<file path="src/pmdl_pkg.sv">
// Purpose: Shared constants for the path data link register bus and its two ends
// Assumes: One 25 MHz clock, asynchronous active-high reset
// Notes: Byte register map on the device side, word map on the APB side
package pmdl_pkg;
  // Device register offsets
  localparam logic [5:0]  ADDR_MASKS    = 6'h35;
  localparam logic [5:0]  ADDR_RSVD     = 6'h36;
  localparam logic [5:0]  ADDR_TX_FIFO  = 6'h37;
  localparam logic [5:0]  ADDR_RX_FIFO  = 6'h38;
  localparam logic [5:0]  ADDR_RX_LEN   = 6'h39;
  localparam logic [5:0]  ADDR_RX_FILL  = 6'h3a;
  localparam logic [5:0]  ADDR_FCS_LO   = 6'h3b;
  localparam logic [5:0]  ADDR_CTRL     = 6'h3d;
  localparam logic [5:0]  ADDR_CNT_HI   = 6'h3e;
  // Field positions
  localparam int          MASK_TX_MSG   = 0;
  localparam int          MASK_TX_FIFO  = 1;
  localparam int          MASK_RX_LSB   = 3;
  localparam int          CTRL_RX_EN    = 4;
  localparam int          CTRL_IRQ_POL  = 6;
  // Reset values
  localparam logic [7:0]  MASKS_RST     = 8'h00;
  localparam logic [7:0]  CTRL_RST      = 8'h00;
  // Timing and sizes
  localparam logic [15:0] BIT_DIV       = 16'h0004;
  localparam int          FIFO_DEPTH    = 128;
  localparam logic [15:0] FCS_MAX       = 16'hffff;
  localparam logic [8:0]  LEN_SAT       = 9'h100;
  // APB map of the host controller
  localparam logic [11:0] APB_CMD       = 12'h000;
  localparam logic [11:0] APB_STATUS    = 12'h004;
  localparam logic [11:0] APB_RESULT    = 12'h008;
  localparam int          CMD_ADDR_LSB  = 0;
  localparam int          CMD_DATA_LSB  = 8;
  localparam int          CMD_OP_LSB    = 16;
  localparam logic [2:0]  OP_WRITE      = 3'h1;
  localparam logic [2:0]  OP_READ       = 3'h2;
  localparam logic [2:0]  OP_READ16     = 3'h3;
  localparam logic [2:0]  OP_FLUSH      = 3'h4;
endpackage

</file>
<file path="src/pmdl_if.sv">
// Purpose: Parallel register bus between host controller and device
// Assumes: Both ends on one clock; strobes are one-cycle pulses
// Notes: Read data is valid from the edge after the read strobe
`timescale 1ns/1ps
interface pmdl_if;
  logic [5:0] reg_addr;
  logic [7:0] reg_wdata;
  logic       reg_wr;
  logic       reg_rd;
  logic [7:0] reg_rdata;
  logic       irq_pin;
  modport dev  (input reg_addr, input reg_wdata, input reg_wr, input reg_rd,
                output reg_rdata, output irq_pin);
  modport host (output reg_addr, output reg_wdata, output reg_wr, output reg_rd,
                input reg_rdata, input irq_pin);
endinterface

</file>
<file path="src/pmdl_byte_fifo.sv">
// Purpose: Synchronous byte FIFO with fill count
// Assumes: Push when full and pop when empty are dropped
// Notes: Read data is combinational from the head entry
`timescale 1ns/1ps
module pmdl_byte_fifo #(
  parameter int WIDTH = 8,
  parameter int DEPTH = 128,
  parameter int CW    = $clog2(DEPTH + 1)
) (
  // Clock and reset
  input  wire logic             clk,
  input  wire logic             sys_rst,
  // Fill side
  input  wire logic             push,
  input  wire logic [WIDTH-1:0] push_data,
  // Drain side
  input  wire logic             pop,
  output logic      [WIDTH-1:0] pop_data,
  // Status
  output logic                  full,
  output logic                  empty,
  output logic      [CW-1:0]    count
);
  localparam int AW = (DEPTH > 1) ? $clog2(DEPTH) : 1;

  logic [WIDTH-1:0] mem [DEPTH];
  logic [AW-1:0]    wr_ptr_r;
  logic [AW-1:0]    rd_ptr_r;
  logic [CW-1:0]    count_r;
  logic             do_push;
  logic             do_pop;

  assign full     = (count_r == CW'(DEPTH));
  assign empty    = (count_r == '0);
  assign count    = count_r;
  assign pop_data = mem[rd_ptr_r];
  assign do_push  = push && !full;
  assign do_pop   = pop && !empty;

  always_ff @(posedge clk)
  begin
    if (do_push)
      mem[wr_ptr_r] <= push_data;
  end

  always_ff @(posedge clk or posedge sys_rst)
  begin
    if (sys_rst)
    begin
      wr_ptr_r <= '0;
      rd_ptr_r <= '0;
      count_r  <= '0;
    end
    else
    begin
      if (do_push)
        wr_ptr_r <= (wr_ptr_r == AW'(DEPTH - 1)) ? '0 : wr_ptr_r + 1'b1;
      if (do_pop)
        rd_ptr_r <= (rd_ptr_r == AW'(DEPTH - 1)) ? '0 : rd_ptr_r + 1'b1;
      // Full blocks the push, so the count never passes capacity
      if (do_push && !do_pop)
        count_r <= count_r + 1'b1;
      else if (do_pop && !do_push)
        count_r <= count_r - 1'b1;
    end
  end
endmodule

</file>
<file path="src/pmdl_dev_end.sv">
// Purpose: Device end: data link registers, tx serializer, rx byte assembly
// Assumes: Link bits and frame events arrive synchronous to clk
// Notes: Flag, stuffing and checksum logic sit outside this module
//
// Register access over APB is this design's own decision.
`timescale 1ns/1ps
module pmdl_dev_end #(
  parameter int DEPTH = pmdl_pkg::FIFO_DEPTH
) (
  // Clock and reset
  input  wire logic       clk,
  input  wire logic       sys_rst,
  // Register bus
  pmdl_if.dev             bus,
  // Pending requests held outside
  input  wire logic [7:0] irq_req,
  // Transmit link
  output logic            tx_bit,
  output logic            tx_busy,
  // Receive link, destuffed
  input  wire logic       rx_bit,
  input  wire logic       rx_bit_valid,
  input  wire logic       rx_frame_end,
  input  wire logic       rx_frame_good,
  input  wire logic       rx_fcs_bad,
  // Line alarms
  input  wire logic       ds3_los,
  input  wire logic       ds3_oof,
  input  wire logic       ds3_ais,
  input  wire logic       ds3_idle,
  // Request to the counter request register
  output logic            checksum_count_saturated_req
);
  import pmdl_pkg::*;

  localparam int CW = $clog2(DEPTH + 1);

  typedef enum logic {TX_IDLE, TX_SHIFT} tx_state_t;

  logic [7:0]  masks_r;
  logic [7:0]  ctrl_r;
  logic [7:0]  len_r;
  logic [7:0]  cnt_hi_r;
  logic [7:0]  rdata_r;
  logic [15:0] fcs_cnt_r;
  logic        irq_r;
  logic        sat_r;
  logic [15:0] div_r;
  logic        bit_tick;
  tx_state_t   tx_state_r;
  logic [7:0]  tx_sr_r;
  logic [2:0]  tx_left_r;
  logic        tx_bit_r;
  logic [7:0]  rx_sr_r;
  logic [2:0]  rx_cnt_r;
  logic [8:0]  frm_bytes_r;
  logic        rx_en;
  logic        rx_push;
  logic [7:0]  rx_byte;
  logic        tx_pop;
  logic [7:0]  tx_head;
  logic        tx_empty;
  logic [7:0]  rx_head;
  logic [CW-1:0] rx_count;
  logic        rd_rx;
  logic        rd_len;
  logic        rd_lo;
  logic        fcs_inc;
  logic [7:0]  req_eff;

  assign rx_en   = ctrl_r[CTRL_RX_EN];
  assign rd_rx   = bus.reg_rd && (bus.reg_addr == ADDR_RX_FIFO);
  assign rd_len  = bus.reg_rd && (bus.reg_addr == ADDR_RX_LEN);
  assign rd_lo   = bus.reg_rd && (bus.reg_addr == ADDR_FCS_LO);
  assign rx_byte = {rx_bit, rx_sr_r[7:1]};
  assign rx_push = rx_en && rx_bit_valid && (rx_cnt_r == 3'h7);
  assign fcs_inc = rx_fcs_bad && rx_en && !(ds3_los || ds3_oof || ds3_ais || ds3_idle);

  ////////////////////////////////////////////////////////////////////////////
  // FIFOs

  pmdl_byte_fifo #(.WIDTH(8), .DEPTH(DEPTH), .CW(CW)) u_tx_fifo (
    .clk       (clk),
    .sys_rst   (sys_rst),
    .push      (bus.reg_wr && (bus.reg_addr == ADDR_TX_FIFO)),
    .push_data (bus.reg_wdata),
    .pop       (tx_pop),
    .pop_data  (tx_head),
    .full      (),
    .empty     (tx_empty),
    .count     ()
  );

  pmdl_byte_fifo #(.WIDTH(8), .DEPTH(DEPTH), .CW(CW)) u_rx_fifo (
    .clk       (clk),
    .sys_rst   (sys_rst),
    .push      (rx_push),
    .push_data (rx_byte),
    .pop       (rd_rx),
    .pop_data  (rx_head),
    .full      (),
    .empty     (),
    .count     (rx_count)
  );

  ////////////////////////////////////////////////////////////////////////////
  // Control registers

  always_ff @(posedge clk or posedge sys_rst)
  begin
    if (sys_rst)
      masks_r <= MASKS_RST;
    else if (bus.reg_wr && (bus.reg_addr == ADDR_MASKS))
      masks_r <= bus.reg_wdata;
  end

  always_ff @(posedge clk or posedge sys_rst)
  begin
    if (sys_rst)
      ctrl_r <= CTRL_RST;
    else if (bus.reg_wr && (bus.reg_addr == ADDR_CTRL))
      ctrl_r <= bus.reg_wdata;
  end

  ////////////////////////////////////////////////////////////////////////////
  // Read data

  always_ff @(posedge clk or posedge sys_rst)
  begin
    if (sys_rst)
      rdata_r <= 8'h00;
    else if (bus.reg_rd)
    begin
      case (bus.reg_addr)
        ADDR_MASKS:   rdata_r <= masks_r;
        ADDR_RX_FIFO: rdata_r <= rx_head;
        ADDR_RX_LEN:  rdata_r <= len_r;
        ADDR_RX_FILL: rdata_r <= 8'(rx_count);
        ADDR_FCS_LO:  rdata_r <= fcs_cnt_r[7:0];
        ADDR_CNT_HI:  rdata_r <= cnt_hi_r;
        ADDR_CTRL:    rdata_r <= ctrl_r;
        default:      rdata_r <= 8'h00;
      endcase
    end
  end

  ////////////////////////////////////////////////////////////////////////////
  // Interrupt pin

  always_comb
  begin
    req_eff = irq_req;
    if (!rx_en)
      req_eff[7:MASK_RX_LSB] = '0;
  end

  // Registered so the pin never glitches while masks change
  always_ff @(posedge clk or posedge sys_rst)
  begin
    if (sys_rst)
      irq_r <= 1'b0;
    else
      irq_r <= (|(masks_r & req_eff)) ^ ctrl_r[CTRL_IRQ_POL];
  end

  ////////////////////////////////////////////////////////////////////////////
  // Transmit serializer

  always_ff @(posedge clk or posedge sys_rst)
  begin
    if (sys_rst)
      div_r <= 16'h0000;
    else if (div_r == BIT_DIV - 16'h0001)
      div_r <= 16'h0000;
    else
      div_r <= div_r + 16'h0001;
  end

  assign bit_tick = (div_r == BIT_DIV - 16'h0001);
  assign tx_pop   = bit_tick && !tx_empty && (tx_state_r == TX_IDLE || tx_left_r == 3'h0);

  always_ff @(posedge clk or posedge sys_rst)
  begin
    if (sys_rst)
    begin
      tx_state_r <= TX_IDLE;
      tx_sr_r    <= 8'h00;
      tx_left_r  <= 3'h0;
      tx_bit_r   <= 1'b1;
    end
    else if (bit_tick)
    begin
      case (tx_state_r)
        TX_SHIFT:
        begin
          if (tx_left_r != 3'h0)
          begin
            tx_bit_r  <= tx_sr_r[0];
            tx_sr_r   <= {1'b0, tx_sr_r[7:1]};
            tx_left_r <= tx_left_r - 3'h1;
          end
          else if (tx_pop)
          begin
            tx_bit_r  <= tx_head[0];
            tx_sr_r   <= {1'b0, tx_head[7:1]};
            tx_left_r <= 3'h7;
          end
          else
          begin
            tx_bit_r   <= 1'b1;
            tx_state_r <= TX_IDLE;
          end
        end
        default:
        begin
          if (tx_pop)
          begin
            tx_bit_r   <= tx_head[0];
            tx_sr_r    <= {1'b0, tx_head[7:1]};
            tx_left_r  <= 3'h7;
            tx_state_r <= TX_SHIFT;
          end
          else
            tx_bit_r <= 1'b1;
        end
      endcase
    end
  end

  assign tx_bit  = tx_bit_r;
  assign tx_busy = (tx_state_r == TX_SHIFT);

  ////////////////////////////////////////////////////////////////////////////
  // Receive byte assembly

  always_ff @(posedge clk or posedge sys_rst)
  begin
    if (sys_rst)
    begin
      rx_sr_r  <= 8'h00;
      rx_cnt_r <= 3'h0;
    end
    else if (!rx_en || rx_frame_end)
      rx_cnt_r <= 3'h0;
    else if (rx_bit_valid)
    begin
      rx_sr_r  <= rx_byte;
      rx_cnt_r <= rx_cnt_r + 3'h1;
    end
  end

  // Byte count of the frame in progress, held at 256 once passed
  always_ff @(posedge clk or posedge sys_rst)
  begin
    if (sys_rst)
      frm_bytes_r <= 9'h000;
    else if (rx_frame_end || !rx_en)
      frm_bytes_r <= 9'h000;
    else if (rx_push && frm_bytes_r != LEN_SAT)
      frm_bytes_r <= frm_bytes_r + 9'h001;
  end

  // Load wins over the read clear so no frame length is lost
  always_ff @(posedge clk or posedge sys_rst)
  begin
    if (sys_rst)
      len_r <= 8'h00;
    else if (rx_frame_end && rx_en)
    begin
      if (rx_frame_good && (frm_bytes_r == 9'h000 || frm_bytes_r[8]))
        len_r <= 8'hff;
      else
        len_r <= frm_bytes_r[7:0];
    end
    else if (rd_len)
      len_r <= 8'h00;
  end

  ////////////////////////////////////////////////////////////////////////////
  // Checksum error counter

  always_ff @(posedge clk or posedge sys_rst)
  begin
    if (sys_rst)
    begin
      fcs_cnt_r <= 16'h0000;
      cnt_hi_r  <= 8'h00;
    end
    else if (rd_lo)
    begin
      cnt_hi_r  <= fcs_cnt_r[15:8];
      fcs_cnt_r <= fcs_inc ? 16'h0001 : 16'h0000;
    end
    else if (fcs_inc && fcs_cnt_r != FCS_MAX)
      fcs_cnt_r <= fcs_cnt_r + 16'h0001;
  end

  always_ff @(posedge clk or posedge sys_rst)
  begin
    if (sys_rst)
      sat_r <= 1'b0;
    else
      sat_r <= fcs_inc && !rd_lo && (fcs_cnt_r == FCS_MAX - 16'h0001);
  end

  assign checksum_count_saturated_req = sat_r;
  assign bus.reg_rdata                = rdata_r;
  assign bus.irq_pin                  = irq_r;
endmodule

</file>
<file path="src/flat_wrapper.sv">
// flat-port wrapper written by rule: the top's interface ports become plain ports
module pmdl_dev_end_flat import pmdl_pkg::*;
#(
  parameter int DEPTH = pmdl_pkg::FIFO_DEPTH
)
  (clk, sys_rst, irq_req, tx_bit, tx_busy, rx_bit, rx_bit_valid, rx_frame_end, rx_frame_good, rx_fcs_bad, ds3_los, ds3_oof, ds3_ais, ds3_idle, checksum_count_saturated_req, bus_reg_addr, bus_reg_wdata, bus_reg_wr, bus_reg_rd, bus_reg_rdata, bus_irq_pin);
  pmdl_if bus_i ();
  input  wire logic clk;
  input  wire logic sys_rst;
  input  wire logic [7:0] irq_req;
  output logic tx_bit;
  output logic tx_busy;
  input  wire logic rx_bit;
  input  wire logic rx_bit_valid;
  input  wire logic rx_frame_end;
  input  wire logic rx_frame_good;
  input  wire logic rx_fcs_bad;
  input  wire logic ds3_los;
  input  wire logic ds3_oof;
  input  wire logic ds3_ais;
  input  wire logic ds3_idle;
  output logic checksum_count_saturated_req;
  input wire logic [$bits(bus_i.reg_addr)-1:0] bus_reg_addr;
  input wire logic [$bits(bus_i.reg_wdata)-1:0] bus_reg_wdata;
  input wire logic [$bits(bus_i.reg_wr)-1:0] bus_reg_wr;
  input wire logic [$bits(bus_i.reg_rd)-1:0] bus_reg_rd;
  output wire logic [$bits(bus_i.reg_rdata)-1:0] bus_reg_rdata;
  output wire logic [$bits(bus_i.irq_pin)-1:0] bus_irq_pin;
  assign bus_i.reg_addr = bus_reg_addr;
  assign bus_i.reg_wdata = bus_reg_wdata;
  assign bus_i.reg_wr = bus_reg_wr;
  assign bus_i.reg_rd = bus_reg_rd;
  assign bus_reg_rdata = bus_i.reg_rdata;
  assign bus_irq_pin = bus_i.irq_pin;
  pmdl_dev_end #(.DEPTH(DEPTH)) u_core (.clk(clk), .sys_rst(sys_rst), .bus(bus_i), .irq_req(irq_req), .tx_bit(tx_bit), .tx_busy(tx_busy), .rx_bit(rx_bit), .rx_bit_valid(rx_bit_valid), .rx_frame_end(rx_frame_end), .rx_frame_good(rx_frame_good), .rx_fcs_bad(rx_fcs_bad), .ds3_los(ds3_los), .ds3_oof(ds3_oof), .ds3_ais(ds3_ais), .ds3_idle(ds3_idle), .checksum_count_saturated_req(checksum_count_saturated_req));
endmodule
</file>
<file path="config.mk">
export PLATFORM = sky130hd
export DESIGN_NAME = pmdl_dev_end_flat
export DESIGN_NICKNAME = d
export VERILOG_FILES = /design/src/pmdl_pkg.sv /design/src/pmdl_if.sv /design/src/pmdl_byte_fifo.sv /design/src/pmdl_dev_end.sv /design/src/flat_wrapper.sv
export SDC_FILE = /design/constraint.sdc
export NUM_CORES = 2
export LEC_CHECK = 0
export BUFFER_PORTS_ARGS = -buffer_cell sky130_fd_sc_hd__buf_2
export CORE_MARGIN = 5
export CORE_UTILIZATION = 42
export CTS_CLUSTER_SIZE = 24
export DETAILED_ROUTE_END_ITERATION = 8
export PLACE_DENSITY = 0.66
export REMOVE_ABC_BUFFERS = 1
export SLEW_MARGIN = 20
export SYNTH_ARGS = -nofsm -noshare
export SYNTH_HDL_FRONTEND = slang
export SYNTH_SLANG_ARGS = --single-unit
</file>
<file path="constraint.sdc">
create_clock -name clk -period 5.1 [get_ports clk]
set_clock_uncertainty 0.15 [all_clocks]
set_input_delay 0.51 -clock clk [delete_from_list [all_inputs] [get_ports clk]]
set_output_delay 0.51 -clock clk [all_outputs]
set_load 0.05 [all_outputs]
</file>
==> run summary <==
Rel. slew slack -> 0.240
Finished Cell Area -> 0.0978 mm^2
Chip height -> 466 um
Clock Power Share -> 0.417
Worst Tran Pin Value -> 1.14 ns
Net count, final -> 4714
Synth Instances -> 4460
TNS Setup -> 0 ns
Tmin final -> 4.09 ns
R2R Setup Slk -> 1.01 ns
Slowest cell on crit path -> and4_1
Complex-gate fraction of the synthesized area -> 0.0363
Worst reg2reg path depth -> 14
Clk root buf -> clkbuf_16
Synthesized cell area -> 0.0873 mm^2
Peak VDD IR -> 0.266 mV
Vias/cell -> 5.89
Reg2reg start -> u_core.div_r[0]
Die area -> 0.217 mm^2
Via count of the routed design -> 44400
Critical path endpoint category -> flop
Clock Tree Buf Depth -> 3
Final count of hold timing violations -> 0
Initial core utilization -> 0.422
Gr ovfl total -> 0
CP required -> 5.71 ns
Number of DRC markers in iteration 0 -> 5509
Mean Syn Cell Area -> 19.6 um^2
Fraction of layout cells with a size suffix above 1 -> 0.219
Stages on worst setup path -> 14
Post-synthesis adder-cell area fraction -> 0.00433
Leakage power -> 31.2 nW
WP buf/inv -> 1
Register area share after synthesis -> 0.748
Global-route usage over all layers -> 0.192
Fin crit share -> 0.802
Die X -> 466 um
Final cell count without fillers -> 7535
Num CTS Buffers -> 211
Clock-pin slew on the worst setup and hold paths -> 0.06 ns
Worst hold slack -> 0.0484 ns
Sw Ratio -> 0.210
Worst-path cell chain -> ha_1, nor4b_1, and4_1, nand3_1, ha_1, inv_1, ha_1, a21o_1, a21oi_1, nor2b_1, o21a_1, o41ai_1, mux2i_1, xnor2_1
Area growth syn-to-layout -> 12.1%
RSZ-0062 raised after global routing -> false
CP delay by family, top -> simple AND/OR/NAND/NOR gates
Dpl hpwl -> 130000 um
Fin. max-slew vios -> 0
Leading area contributor after synthesis -> edfxtp_1
Synth Area in XOR/XNOR -> 0.00642
Routed len/inst -> 27.9 um
Hold WC Path Type -> in -> reg
Vias in the first global route -> 44400
Initial antenna violation count -> 6
Placed cells -> 7132
Num Clock Sinks -> 2198
EDFF count, synth -> 2048
Final wirelength -> 211000 um
Net Switching -> 7.85 mW
Synth top area cells -> edfxtp_1, mux4_2, dfrtp_1
Worst Path Arrival -> 4.70 ns
Async S/R FF share, synth -> 0.0682
Simple-gate area share of the yosys netlist -> 0.0391
First-pass GRT wire length -> 310000 um
DRT Pass-1 Iters -> 6
Crit-path max cell delay -> 0.42 ns
Flop pwr share -> 0.545
Row Count -> 167
CP max FO -> 9
Most common cell after layout, fill and taps aside -> edfxtp_1
Max_cap viols -> 0
CTS tree -> built
Ys flop type -> edfxtp_1
Syn. warnings -> 0
Internal power -> 29.4 mW
Most frequent cells in the layout -> edfxtp_1, mux4_2, nor2_1
Crit path top cell by count -> ha_1
Synth top area share -> 0.705
Logic gate share of total power -> 0.038
Core area -> 0.207 mm^2
CP endpoint -> u_core.u_tx_fifo.count[7]
Crit path launch -> u_core.div_r[0]
Final Util -> 0.473
Fraction of synthesized area in multiplexers -> 0.148
Seq cells post-synth -> 2198
# fillers -> 16800
Clk_lat worst skew -> 0.86 ns
Power Density -> 381 mW/mm^2
DRC Markers -> 0
Reg2reg end -> u_core.u_tx_fifo.count[7]
DRT antenna net count -> 0
Startpoint Class -> flop
H-tree depth -> 4
Largest family of logic cells by synthesized area -> multiplexers
I/O Buffers -> 46
Crit path kind -> reg -> reg
Largest net degree at the start of global routing -> 98
Final-report setup violation count -> 0
Post-synth cell types -> 79
Routability congestion estimate -> 0.864
Fmax -> 244 MHz
DP Area -> 0.0909 mm^2
Status -> finished clean
I/O Pins -> 47
Setup Buffers After CTS -> 0
## worst register-to-register path, delay by kind of cell (launching register included)
kind / cells / cell delay, ns
AND/OR/NAND/NOR: 4 / 1.12
AO/OA/AOI/OAI: 4 / 0.91
adder cells (fa/ha/maj): 3 / 0.83
flip-flops: 1 / 0.38
multiplexers: 1 / 0.26
buffers and inverters: 1 / 0.22
XOR/XNOR: 1 / 0.14
## worst min-delay path by stage
| stage | start | depth (start not counted) | slack [ns] | to |
|---|---|---|---|---|
| final | rx_frame_good | 4 | 0.05 | u_core.len_r[7] |
| after global routing | rx_frame_good | 4 | 0.05 | u_core.len_r[2] |
| after CTS | rx_frame_good | 4 | 0.008 | u_core.len_r[7] |
| after detailed placement | u_core.div_r[15] | 1 | 0.31 | u_core.div_r[15] |
| after global placement | u_core.div_r[0] | 1 | 0.31 | u_core.div_r[0] |
| after floorplan | u_core.len_r[0] | 2 | 0.30 | u_core.len_r[0] |
## power groups by stage
stage,combinational [mW],sequential (mW),clock [mW]
after global placement,1.40,20.7,0
final,1.41,20.3,15.6
after CTS,1.44,20.3,15.8
after detailed placement,1.43,20.7,0
after global routing,1.55,20.3,16.6
after floorplan,0.877,20.8,0
## metrics by stage
stage | power (mW) | setup WS [ns]
5_1_grt | 38.5 | 0.671
3_5_place_dp | 22.1 | 0.612
3_3_place_gp | 22.1 | 0.562
4_1_cts | 37.6 | 0.987
2_1_floorplan | 21.7 | -6.64
6_report | 37.3 | 1.01
## cells in the mapped netlist (8+ instances only)
cell,instances
nand3_1,71
mux4_1,10
nor2_1,364
or3_1,10
and2_1,12
o221ai_1,10
buf_1,15
a22oi_1,82
a221oi_1,44
nand2_1,142
buf_6,19
nor4_1,13
xnor2_1,37
a22o_1,22
nor2b_1,37
edfxtp_1,2048
a211oi_1,12
a21oi_1,81
dfrtp_1,149
buf_2,60
inv_1,21
a221oi_2,8
nor3_1,24
o21ai_0,72
ha_1,27
xor2_1,27
buf_12,13
mux2_2,63
clkbuf_1,90
and3_1,13
o21ai_1,10
mux4_2,451
nand2b_1,8
buf_4,32
o22ai_1,33
a31oi_1,15
nand4_1,31
o211ai_1,13
mux2i_1,178
## metal layers
metal  global-route usage  routed length (um)
met3               0.0404               18300
met5                    0                   0
met2                0.290               96300
met4               0.0659                7420
met1                0.281               88500
## state kept, by name, indices dropped and copies added (netlist names), 8 cells and up
name                    count
u_core.frm_bytes_r          9
u_core.u_tx_fifo.mem     1024
u_core.tx_sr_r              8
u_core.u_tx_fifo.count      8
u_core.u_rx_fifo.count      8
u_core.ctrl_r               8
u_core.cnt_hi_r             8
u_core.bus.reg_rdata        8
u_core.len_r                8
u_core.div_r               16
u_core.u_rx_fifo.mem     1024
u_core.masks_r              8
u_core.fcs_cnt_r           16
## area by class of cell
| class | instances | area, um^2 | area share |
|---|---|---|---|
| antenna | 4 | 10.0 | 0.000102 |
| clock buffer | 273 | 5640 | 0.0576 |
| sequential | 2198 | 65300 | 0.667 |
| inverter | 23 | 91.3 | 0.000934 |
| multi-input combinational | 2003 | 20400 | 0.209 |
| timing repair buffer | 213 | 1730 | 0.0176 |
| clock inverter | 117 | 1240 | 0.0127 |
| tap | 2704 | 3380 | 0.0346 |
## timing repair
action / 4_1_cts / 5_1_grt
resized for setup: 0 / 0
endpoints found under the hold margin: 93 / 0
hold buffers: 8 / 0
## logic make-up after synthesis
kind of cell | Yosys count
flops | 2198
simple gates | 753
mux | 702
compound gates | 455
buf+inv | 259
xor+xnor | 64
fa+ha+maj | 29
Note: power is estimated with default switching activity, not from simulation.
